**config.mk**
```make
export PLATFORM = sky130hd
export DESIGN_NAME = pfc_host
export DESIGN_NICKNAME = d
export VERILOG_FILES = /design/src/rtl/pfc_page_mem.v /design/src/rtl/pfc_host.v
export VERILOG_INCLUDE_DIRS = /design/src /design/src/rtl
export SDC_FILE = /design/constraint.sdc
export NUM_CORES = 2
export LEC_CHECK = 0
export BUFFER_PORTS_ARGS = -buffer_cell sky130_fd_sc_hd__buf_4
export CORE_MARGIN = 4
export CORE_UTILIZATION = 26
export DETAILED_ROUTE_END_ITERATION = 16
export RECOVER_POWER = 100
export SLEW_MARGIN = 20
export SYNTH_ARGS = -nofsm -noshare
export SYNTH_HDL_FRONTEND = slang
export SYNTH_SLANG_ARGS = --single-unit
```
**constraint.sdc**
```tcl
create_clock -name clock -period 9.7 [get_ports clock]
set_clock_uncertainty 0.1 [all_clocks]
set_input_delay 0.485 -clock clock [delete_from_list [all_inputs] [get_ports clock]]
set_output_delay 0.485 -clock clock [all_outputs]
set_load 0.02 [all_outputs]
```
**src/rtl/pfc_consts.vh**
```
// timing and command constants for the page flash host controller
`ifndef PFC_CONSTS_VH
`define PFC_CONSTS_VH
`define PFC_CLK_NS        100
`define PFC_LOAD_WIN_US   200
`define PFC_LOAD_TO_US    300
`define PFC_ID_WAIT_US    10
`define PFC_ERASE_MS      50
`define PFC_PROG_MS       10
// cycle counts: longest times round down, least times round up
`define PFC_LOAD_WIN_CYC  ((`PFC_LOAD_WIN_US*1000)/`PFC_CLK_NS)
`define PFC_LOAD_TO_CYC   ((`PFC_LOAD_TO_US*1000+`PFC_CLK_NS-1)/`PFC_CLK_NS)
`define PFC_ID_WAIT_CYC   ((`PFC_ID_WAIT_US*1000+`PFC_CLK_NS-1)/`PFC_CLK_NS)
`define PFC_ERASE_CYC     ((`PFC_ERASE_MS*1000000+`PFC_CLK_NS-1)/`PFC_CLK_NS)
`define PFC_PROG_CYC      ((`PFC_PROG_MS*1000000+`PFC_CLK_NS-1)/`PFC_CLK_NS)
`define PFC_ADDR_5555     17'h05555
`define PFC_ADDR_2AAA     17'h02AAA
`define PFC_ID_MAKER_ADR  17'h00000
`define PFC_ID_PART_ADR   17'h00001
`define PFC_CMD_AA        8'hAA
`define PFC_CMD_55        8'h55
`define PFC_CMD_PROT      8'hA0
`define PFC_CMD_EXT       8'h80
`define PFC_CMD_UNPROT    8'h20
`define PFC_CMD_ERASE     8'h10
`define PFC_CMD_ID_IN     8'h60
`define PFC_CMD_ID_OUT    8'hF0
`define PFC_PAGE_LSB      7
`define PFC_PAGE_BYTES    128
`define PFC_ERASED        8'hFF
`define PFC_POLL_BIT      7
`define PFC_TOGGLE_BIT    6
`define PFC_OP_READ       3'h0
`define PFC_OP_PAGE       3'h1
`define PFC_OP_PROT_ON    3'h2
`define PFC_OP_PROT_OFF   3'h3
`define PFC_OP_ERASE      3'h4
`define PFC_OP_ID_IN      3'h5
`define PFC_OP_ID_OUT     3'h6
`endif

```
**src/rtl/pfc_page_mem.v**
```verilog
// page staging memory: 128 bytes with a registered read port; the loaded flags live in the host
`timescale 1ns/10ps
`include "pfc_consts.vh"
module pfc_page_mem (
  input  wire       clock,
  input  wire       wr_en,
  input  wire [6:0] wr_idx,
  input  wire [7:0] wr_data,
  input  wire [6:0] rd_idx,
  output reg  [7:0] rd_data_ff
);
  reg [7:0] mem [0:`PFC_PAGE_BYTES-1];

  always @(posedge clock) begin
    if (wr_en) begin
      mem[wr_idx] <= wr_data;
    end
    rd_data_ff <= mem[rd_idx];
  end
endmodule // pfc_page_mem

```
**src/rtl/pfc_host.v**
```verilog
// host controller that drives the page flash through its bus pins
`timescale 1ns/10ps
`include "pfc_consts.vh"
// Function
// - read only with chip select and output gate both low
// - unloaded page bytes become FFh after programming
// - write: select and strobe low, output gate held high
// - next byte loaded within 200 us keeps page load open
// - address bits 7..16 pick page, same for whole page; 0..6 byte
// - protected loads start with AA/5555, 55/2AAA, A0/5555
// - disable: AA,55,80,AA,55,20 to 5555/2AAA/5555 pattern
// - six-write chip erase, self-timed, done within 50 ms
// - three-write sequence leaves id mode
// - id entry six writes with 60, exit three with F0; wait 10 us
module pfc_host (
  input  wire        clock,
  input  wire        resetn,
  input  wire        req_valid,
  input  wire [2:0]  req_op,
  input  wire [16:0] req_addr,
  input  wire [7:0]  req_data,
  input  wire        req_protect,
  output reg         req_ready_ff,
  output reg         rsp_valid_ff,
  output reg  [7:0]  rsp_data_ff,
  output reg         done_ff,
  output reg         chip_select_n_ff,
  output reg         output_gate_n_ff,
  output reg         write_strobe_n_ff,
  output reg  [16:0] address_lines_ff,
  output reg  [7:0]  data_lines_out_ff,
  output reg         data_lines_oe_n_ff,
  input  wire [7:0]  data_lines_in
);
  // ----------------------------------------------------------------
  // states and phases
  // ----------------------------------------------------------------
  localparam [7:0] S_IDLE = 8'h01;
  localparam [7:0] S_CMD  = 8'h02;
  localparam [7:0] S_LOAD = 8'h04;
  localparam [7:0] S_FILL = 8'h08;
  localparam [7:0] S_WAIT = 8'h10;
  localparam [7:0] S_POLL = 8'h20;
  localparam [7:0] S_READ = 8'h40;
  localparam [7:0] S_PAUS = 8'h80;
  // one pin cycle lasts four clocks: setup, strobe low, strobe low, rise
  localparam [1:0] PH_LAST = 2'h3;
  localparam [20:0] LOAD_WIN = `PFC_LOAD_WIN_CYC;
  localparam [20:0] LOAD_TO  = `PFC_LOAD_TO_CYC;
  localparam [20:0] ID_WAIT  = `PFC_ID_WAIT_CYC;
  localparam [20:0] ERASE_T  = `PFC_ERASE_CYC;

  // command write k of a sequence: address and data
  function [24:0] cmd_word;
    input [2:0] op;
    input [2:0] k;
    reg   [7:0] last;
    begin
      last = `PFC_CMD_PROT;
      if (op == `PFC_OP_PROT_OFF) last = `PFC_CMD_UNPROT;
      else if (op == `PFC_OP_ERASE) last = `PFC_CMD_ERASE;
      else if (op == `PFC_OP_ID_IN) last = `PFC_CMD_ID_IN;
      else if (op == `PFC_OP_ID_OUT) last = `PFC_CMD_ID_OUT;
      cmd_word = {`PFC_ADDR_5555, `PFC_CMD_AA};
      if (k == 3'h1 || k == 3'h4) cmd_word = {`PFC_ADDR_2AAA, `PFC_CMD_55};
      else if (k == 3'h2 && (op == `PFC_OP_PROT_ON ||
               op == `PFC_OP_PAGE || op == `PFC_OP_ID_OUT))
        cmd_word = {`PFC_ADDR_5555, last};
      else if (k == 3'h2) cmd_word = {`PFC_ADDR_5555, `PFC_CMD_EXT};
      else if (k == 3'h5) cmd_word = {`PFC_ADDR_5555, last};
    end
  endfunction

  function [2:0] cmd_len;
    input [2:0] op;
    begin
      if (op == `PFC_OP_PROT_OFF || op == `PFC_OP_ERASE ||
          op == `PFC_OP_ID_IN) cmd_len = 3'h6;
      else cmd_len = 3'h3;
    end
  endfunction

  // ----------------------------------------------------------------
  // reset release and pin input sync
  // ----------------------------------------------------------------
  reg        rst_a_ff, rst_b_ff;
  reg [7:0]  dq_s1_ff, dq_s2_ff, dq_s3_ff;
  wire       rst_n = rst_b_ff;

  always @(posedge clock or negedge resetn) begin
    if (!resetn) begin
      rst_a_ff <= 1'b0;
      rst_b_ff <= 1'b0;
    end else begin
      rst_a_ff <= 1'b1;
      rst_b_ff <= rst_a_ff;
    end
  end

  always @(posedge clock or negedge rst_n) begin
    if (!rst_n) begin
      dq_s1_ff <= 8'h00;
      dq_s2_ff <= 8'h00;
      dq_s3_ff <= 8'h00;
    end else begin
      dq_s1_ff <= data_lines_in;
      dq_s2_ff <= dq_s1_ff;
      dq_s3_ff <= dq_s2_ff;
    end
  end
  wire dq_stable = (dq_s2_ff == dq_s3_ff);

  // ----------------------------------------------------------------
  // page staging
  // ----------------------------------------------------------------
  reg  [7:0]   state_ff;
  reg  [2:0]   op_ff;
  reg  [2:0]   step_ff;
  reg  [1:0]   ph_ff;
  reg  [20:0]  tmr_ff;
  reg  [9:0]   page_ff;
  reg  [6:0]   idx_ff;
  reg  [127:0] loaded_ff;
  reg  [7:0]   last_data_ff;
  reg  [6:0]   last_idx_ff;
  reg          have_page_ff;
  reg          prev_t_ff;
  reg          poll_rd_ff;
  wire [7:0]   mem_q;
  // look one byte ahead so the registered read data is ready at phase 0
  wire [6:0]   rd_idx = (state_ff == S_IDLE) ? 7'h00 :
                        (state_ff == S_LOAD && ph_ff == PH_LAST) ?
                        idx_ff + 7'h01 : idx_ff;
  wire         stage_wr = state_ff == S_IDLE && req_valid &&
                          req_op == `PFC_OP_PAGE &&
                          (!have_page_ff ||
                           req_addr[16:7] == page_ff);

  pfc_page_mem u_mem (
    .clock      (clock),
    .wr_en      (stage_wr),
    .wr_idx     (req_addr[6:0]),
    .wr_data    (req_data),
    .rd_idx     (rd_idx),
    .rd_data_ff (mem_q)
  );

  // ----------------------------------------------------------------
  // pin sequencer
  // ----------------------------------------------------------------
  always @(posedge clock or negedge rst_n) begin
    if (!rst_n) begin
      state_ff           <= S_IDLE;
      op_ff              <= `PFC_OP_READ;
      step_ff            <= 3'h0;
      ph_ff              <= 2'h0;
      tmr_ff             <= 21'h000000;
      page_ff            <= 10'h000;
      idx_ff             <= 7'h00;
      loaded_ff          <= {128{1'b0}};
      last_data_ff       <= 8'h00;
      last_idx_ff        <= 7'h00;
      have_page_ff       <= 1'b0;
      prev_t_ff          <= 1'b0;
      poll_rd_ff         <= 1'b0;
      req_ready_ff       <= 1'b0;
      rsp_valid_ff       <= 1'b0;
      rsp_data_ff        <= 8'h00;
      done_ff            <= 1'b0;
      chip_select_n_ff   <= 1'b1;
      output_gate_n_ff   <= 1'b1;
      write_strobe_n_ff  <= 1'b1;
      address_lines_ff   <= 17'h00000;
      data_lines_out_ff  <= 8'h00;
      data_lines_oe_n_ff <= 1'b1;
    end else begin
      rsp_valid_ff <= 1'b0;
      done_ff      <= 1'b0;
      req_ready_ff <= 1'b0;
      case (state_ff)
        S_IDLE: begin
          req_ready_ff <= 1'b1;
          if (req_valid && req_ready_ff) begin
            req_ready_ff <= 1'b0;
            op_ff        <= req_op;
            step_ff      <= 3'h0;
            ph_ff        <= 2'h0;
            if (req_op == `PFC_OP_READ) begin
              // gate drops at once: the data needs three sync clocks
              address_lines_ff   <= req_addr;
              chip_select_n_ff   <= 1'b0;
              output_gate_n_ff   <= 1'b0;
              data_lines_oe_n_ff <= 1'b1;
              state_ff           <= S_READ;
            end else if (req_op == `PFC_OP_PAGE) begin
              // staged only; one whole page goes out in one burst
              if (stage_wr) begin
                page_ff                   <= req_addr[16:7];
                loaded_ff[req_addr[6:0]]  <= 1'b1;
                have_page_ff              <= 1'b1;
                last_idx_ff               <= req_addr[6:0];
                last_data_ff              <= req_data;
              end
              rsp_valid_ff <= 1'b1;
              rsp_data_ff  <= stage_wr ? 8'h00 : 8'h01;
            end else if (req_op == `PFC_OP_PROT_ON && have_page_ff) begin
              state_ff <= req_protect ? S_CMD : S_LOAD;
              idx_ff   <= 7'h00;
            end else if (req_op != `PFC_OP_PROT_ON) begin
              state_ff <= S_CMD;
            end else begin
              rsp_valid_ff <= 1'b1;
              rsp_data_ff  <= 8'h01;
            end
          end
        end
        S_CMD: begin
          // command writes: unlock prefix of protected page loads, and the disable, erase and id sequences
          ph_ff <= ph_ff + 2'h1;
          chip_select_n_ff   <= 1'b0;
          output_gate_n_ff   <= 1'b1;
          data_lines_oe_n_ff <= 1'b0;
          {address_lines_ff, data_lines_out_ff}
            <= cmd_word(op_ff, step_ff);
          // two clocks low = 200 ns, far beyond the noise filter
          write_strobe_n_ff <= (ph_ff == 2'h1 || ph_ff == 2'h2) ?
                               1'b0 : 1'b1;
          if (ph_ff == PH_LAST) begin
            chip_select_n_ff <= 1'b1;
            step_ff          <= step_ff + 3'h1;
            if (step_ff + 3'h1 == cmd_len(op_ff)) begin
              step_ff <= 3'h0;
              tmr_ff  <= 21'h000000;
              if (op_ff == `PFC_OP_PROT_ON) begin
                state_ff <= S_LOAD;
                idx_ff   <= 7'h00;
              end else if (op_ff == `PFC_OP_ERASE) begin
                state_ff <= S_WAIT;
              end else begin
                state_ff <= S_PAUS;
              end
            end
          end
        end
        S_LOAD: begin
          // full page, unloaded bytes filled with erased value
          ph_ff <= ph_ff + 2'h1;
          chip_select_n_ff   <= 1'b0;
          output_gate_n_ff   <= 1'b1;
          data_lines_oe_n_ff <= 1'b0;
          address_lines_ff   <= {page_ff, idx_ff};
          data_lines_out_ff  <= loaded_ff[idx_ff] ? mem_q :
                                `PFC_ERASED;
          write_strobe_n_ff  <= (ph_ff == 2'h1 || ph_ff == 2'h2) ?
                                1'b0 : 1'b1;
          if (ph_ff == PH_LAST) begin
            chip_select_n_ff <= 1'b1;
            idx_ff           <= idx_ff + 7'h01;
            if (idx_ff == 7'h7F) begin
              state_ff <= S_FILL;
              tmr_ff   <= 21'h000000;
            end
          end
        end
        S_FILL: begin
          // let the load window expire so the device starts programming
          data_lines_oe_n_ff <= 1'b1;
          tmr_ff             <= tmr_ff + 21'h000001;
          if (tmr_ff == LOAD_TO) begin
            state_ff   <= S_POLL;
            ph_ff      <= 2'h0;
            idx_ff     <= last_idx_ff;
            poll_rd_ff <= 1'b0;
          end
        end
        S_POLL: begin
          // repeated reads of the last staged byte until bit 7 matches the staged data and bit 6 holds still over two reads
          ph_ff            <= ph_ff + 2'h1;
          address_lines_ff <= {page_ff, last_idx_ff};
          chip_select_n_ff <= 1'b0;
          output_gate_n_ff <= (ph_ff == PH_LAST) ? 1'b1 : 1'b0;
          if (ph_ff == PH_LAST) begin
            step_ff <= 3'h1;
          end
          // judge a read at the next gate fall, once it has passed the sync
          if (ph_ff == 2'h0 && step_ff != 3'h0 && dq_stable) begin
            poll_rd_ff <= 1'b1;
            prev_t_ff  <= dq_s3_ff[`PFC_TOGGLE_BIT];
            if (dq_s3_ff[`PFC_POLL_BIT] == last_data_ff[`PFC_POLL_BIT] &&
                (!poll_rd_ff ||
                 prev_t_ff == dq_s3_ff[`PFC_TOGGLE_BIT])) begin
              if (poll_rd_ff) begin
                state_ff         <= S_IDLE;
                step_ff          <= 3'h0;
                chip_select_n_ff <= 1'b1;
                output_gate_n_ff <= 1'b1;
                loaded_ff        <= {128{1'b0}};
                have_page_ff     <= 1'b0;
                done_ff          <= 1'b1;
              end
            end
          end
        end
        S_WAIT: begin
          data_lines_oe_n_ff <= 1'b1;
          tmr_ff             <= tmr_ff + 21'h000001;
          if (tmr_ff == ERASE_T) begin
            state_ff <= S_IDLE;
            done_ff  <= 1'b1;
          end
        end
        S_PAUS: begin
          data_lines_oe_n_ff <= 1'b1;
          tmr_ff             <= tmr_ff + 21'h000001;
          if (tmr_ff == ID_WAIT) begin
            state_ff <= S_IDLE;
            done_ff  <= 1'b1;
          end
        end
        S_READ: begin
          // id reads at 0000H/0001H use this same path
          ph_ff              <= ph_ff + 2'h1;
          data_lines_oe_n_ff <= 1'b1;
          chip_select_n_ff   <= 1'b0;
          output_gate_n_ff   <= 1'b0;
          if (ph_ff == PH_LAST) begin
            chip_select_n_ff <= 1'b1;
            output_gate_n_ff <= 1'b1;
            rsp_valid_ff     <= 1'b1;
            rsp_data_ff      <= dq_s3_ff;
            state_ff         <= S_IDLE;
          end
        end
        default: begin
          state_ff <= S_IDLE;
        end
      endcase
    end
  end
endmodule // pfc_host

```
==> flow_summary.ini <==
[hold_path]
hold_class = in -> reg
hp-start = req_valid
holdPathStages = 3
min_to = req_ready_ff

[synth]
ys_seq_elements = 1291
ys_types = 80
postSynth.asyncResetShare = 0.201
yosysTopAreaCell = edfxtp_1
ys.flop_type = edfxtp_1
syn-cell-area_um2 = 53500
avgSynthCellArea_um2 = 12.9
synth_cells = 4154
yosysWarnings = 0
syn-num-nets = 4203
yosysSeqAreaShare = 0.699
synth_area_leaders = edfxtp_1, dfrtp_1, nand2_1, o21ai_0, nand3_1
synth-edff-count = 1024
synth_top_cell_area_share = 0.575

[sta]
relSlewSlack = -1.97
final-hold-violation-count = 0
fmax_ghz = 0.142
setup_tns_ps = 0
setup_viol = 0
rsz0062_at_grt = no
worstMarginPinSlew_ps = 4460
maxSlewViolCount = 1462
whs_ps = 179
min_period_ps = 7040
period_share = 0.726

[floorplan]
start_util = 0.262
ioPinCount = 80
dieArea_um2 = 213000
row_count = 166
die_h_um = 462
die_w_um = 462
core-area_um2 = 205000

[clocking]
clock-sinks = 1291
clk_latency_ps = 770
cts_buffer_depth = 3
clk_pin_slew_ps = 60
cts-buffers-inserted = 141
cts.htree.levels = 4
cts_tree = yes
clockRootBuffer = clkbuf_16

[global_routing]
grt_pass1_wl_um = 230000
grt_max_degree = 163
grt_use_total = 0.142
antenna_found_initial = 14
grt_overflow = 0
grt_pass1_vias = 34500

[worst_setup_path]
crit_start = state_ff[5]
cp.required_ps = 9990
regToRegStartpoint = state_ff[5]
crit_arrival_ps = 7330
regToRegEndpoint = u_mem.mem[44][1]
worstRegToRegCells = 8
critPathMaxFanout = 57
end_kind = flip-flop
worstSetupPathType = reg -> reg
r2r_setup_slack_ps = 2660
start_kind = flip-flop

[cells_and_area]
area_growth_syn_to_layout_pct = 14.9
layout-drive-gt1-share = 0.0899
ff_latch_area_um2 = 37400
fillers = 20400
mostFrequentLayoutCells = edfxtp_1, nand2_1, o21ai_0, nand3_1, dfrtp_1
nNetsFinal = 4189
multi_input_area_um2 = 14700
final_common_cell = edfxtp_1

[routing]
drc = 0
wl_met2_um = 70000
drt-met1-wl_um = 66000
drt_wl_total_um = 155000
route.met3.wl_um = 15100
drtIter0Drc = 4720
postRouteAntennaNets = 0
vias_per_cell = 5.15
dr.pass1.iters = 7
wire_per_inst_um = 22.4
vias = 35800
top_layer_used = met5

[pwr]
peakVddDrop_mv = 0.149
leakage_nw = 20.9
p_per_area_nw_per_um2 = 229

[run]
maxCapViolations = 29

[place]
gp_congestion = 0.821
dpl.hpwl_um = 88200
placement.io_buffers = 79

[run_status]
status = complete, but fails checks
failed_checks = max-capacitance violations, max-slew violations
-- worst max-delay path, cell delays in order, from the launching register on --
cell	delay [ps]
dfrtp_1	450
nor4_2	280
clkbuf_1	550
nand2_1	1620
nor3_1	680
and3_1	410
nor2b_1	290
nand2_1	1050
nor2_1	1210
-- worst max path at each step --
stage / end / slack (ps) / depth (start not counted)
2_1_floorplan: address_lines_ff[0] / 1860 / 0
3_3_place_gp: u_mem.rd_data_ff[1] / 4630 / 11
6_report: u_mem.mem[44][1] / 2660 / 8
5_1_grt: u_mem.rd_data_ff[1] / 2220 / 11
3_5_place_dp: u_mem.rd_data_ff[3] / 4590 / 10
4_1_cts: u_mem.rd_data_ff[1] / 4620 / 11
-- cell type report --
cell class | instances | area share
flip-flops and latches | 1291 | 0.608
multi-input cells | 2461 | 0.240
clock buffers | 179 | 0.0624
well taps | 2688 | 0.0547
repair buffers | 169 | 0.0193
clock inverters | 74 | 0.0111
inverters | 76 | 0.00464
diodes | 4 | 0.000163
-- through the flow --
stage          utilization  total power, W  instance area (µm²)  cells  worst slack (ps)
2_1_floorplan            -         0.00803                53500   4154              1860
3_3_place_gp         0.278         0.00891                56900   6654              4630
3_5_place_dp         0.278         0.00895                56900   6654              4590
4_1_cts              0.302          0.0142                61800   6937              4620
5_1_grt              0.301          0.0146                61500   6939              2220
6_report             0.301          0.0141                61500   6942              2660
-- repair_timing --
| item | in CTS | in global routing |
|---|---|---|
| buffers inserted | 0 | 0 |
| endpoints found under the hold margin | 41 | 0 |
| resized for setup | 0 | 0 |
| hold buffers | 30 | 0 |
-- cells in the mapped netlist (18+ instances only) --
library cell / instances
a21oi_1: 50
a22oi_1: 18
a31oi_1: 52
a32oi_1: 90
a41oi_1: 54
buf_1: 39
buf_2: 40
clkbuf_1: 246
dfrtp_1: 254
edfxtp_1: 1024
inv_1: 75
mux2_2: 26
mux2i_1: 93
mux4_2: 42
nand2_1: 655
nand3_1: 321
nand4_1: 177
nor2_1: 187
nor4_1: 19
o211ai_1: 51
o21ai_0: 346
o221ai_1: 37
or4_1: 20
xnor2_1: 31
-- flip-flops by register name, indices dropped and copies added, names as in the netlist, 7 cells and up --
register,flops
last_idx_ff,7
u_mem.mem,1024
idx_ff,7
dq_s1_ff,8
u_mem.rd_data_ff,8
dq_s2_ff,8
address_lines_ff,17
state_ff,8
page_ff,10
dq_s3_ff,8
data_lines_out_ff,8
loaded_ff,128
rsp_data_ff,8
tmr_ff,21
-- where the power goes --
group | switching (W) | leakage (nW) | internal, W
clock | 0.00222 | 2.22 | 0.00305
sequential | 0.000155 | 12.1 | 0.00618
combinational | 0.00178 | 6.56 | 0.000687
-- per-layer routing --
layer,global-route usage,up-vias
met2,0.216,1660
met5,0,-
met1,0.199,18100
met4,0.0472,6
met3,0.0355,249
li1,-,15700
-- cell families after synthesis --
family                     count (synthesis)  synth area share
DFF                                     1291             0.699
xor gates and xnor gates                  42           0.00687
buffers and inverters                    402            0.0292
AOI/OAI and AO/OA                        779            0.0951
other                                      1         0.0000701
and+or+nand+nor                         1469             0.127
muxes                                    161            0.0405
adders and majority gates                  9           0.00210
No activity file was read; power rests on OpenSTA's default activity.
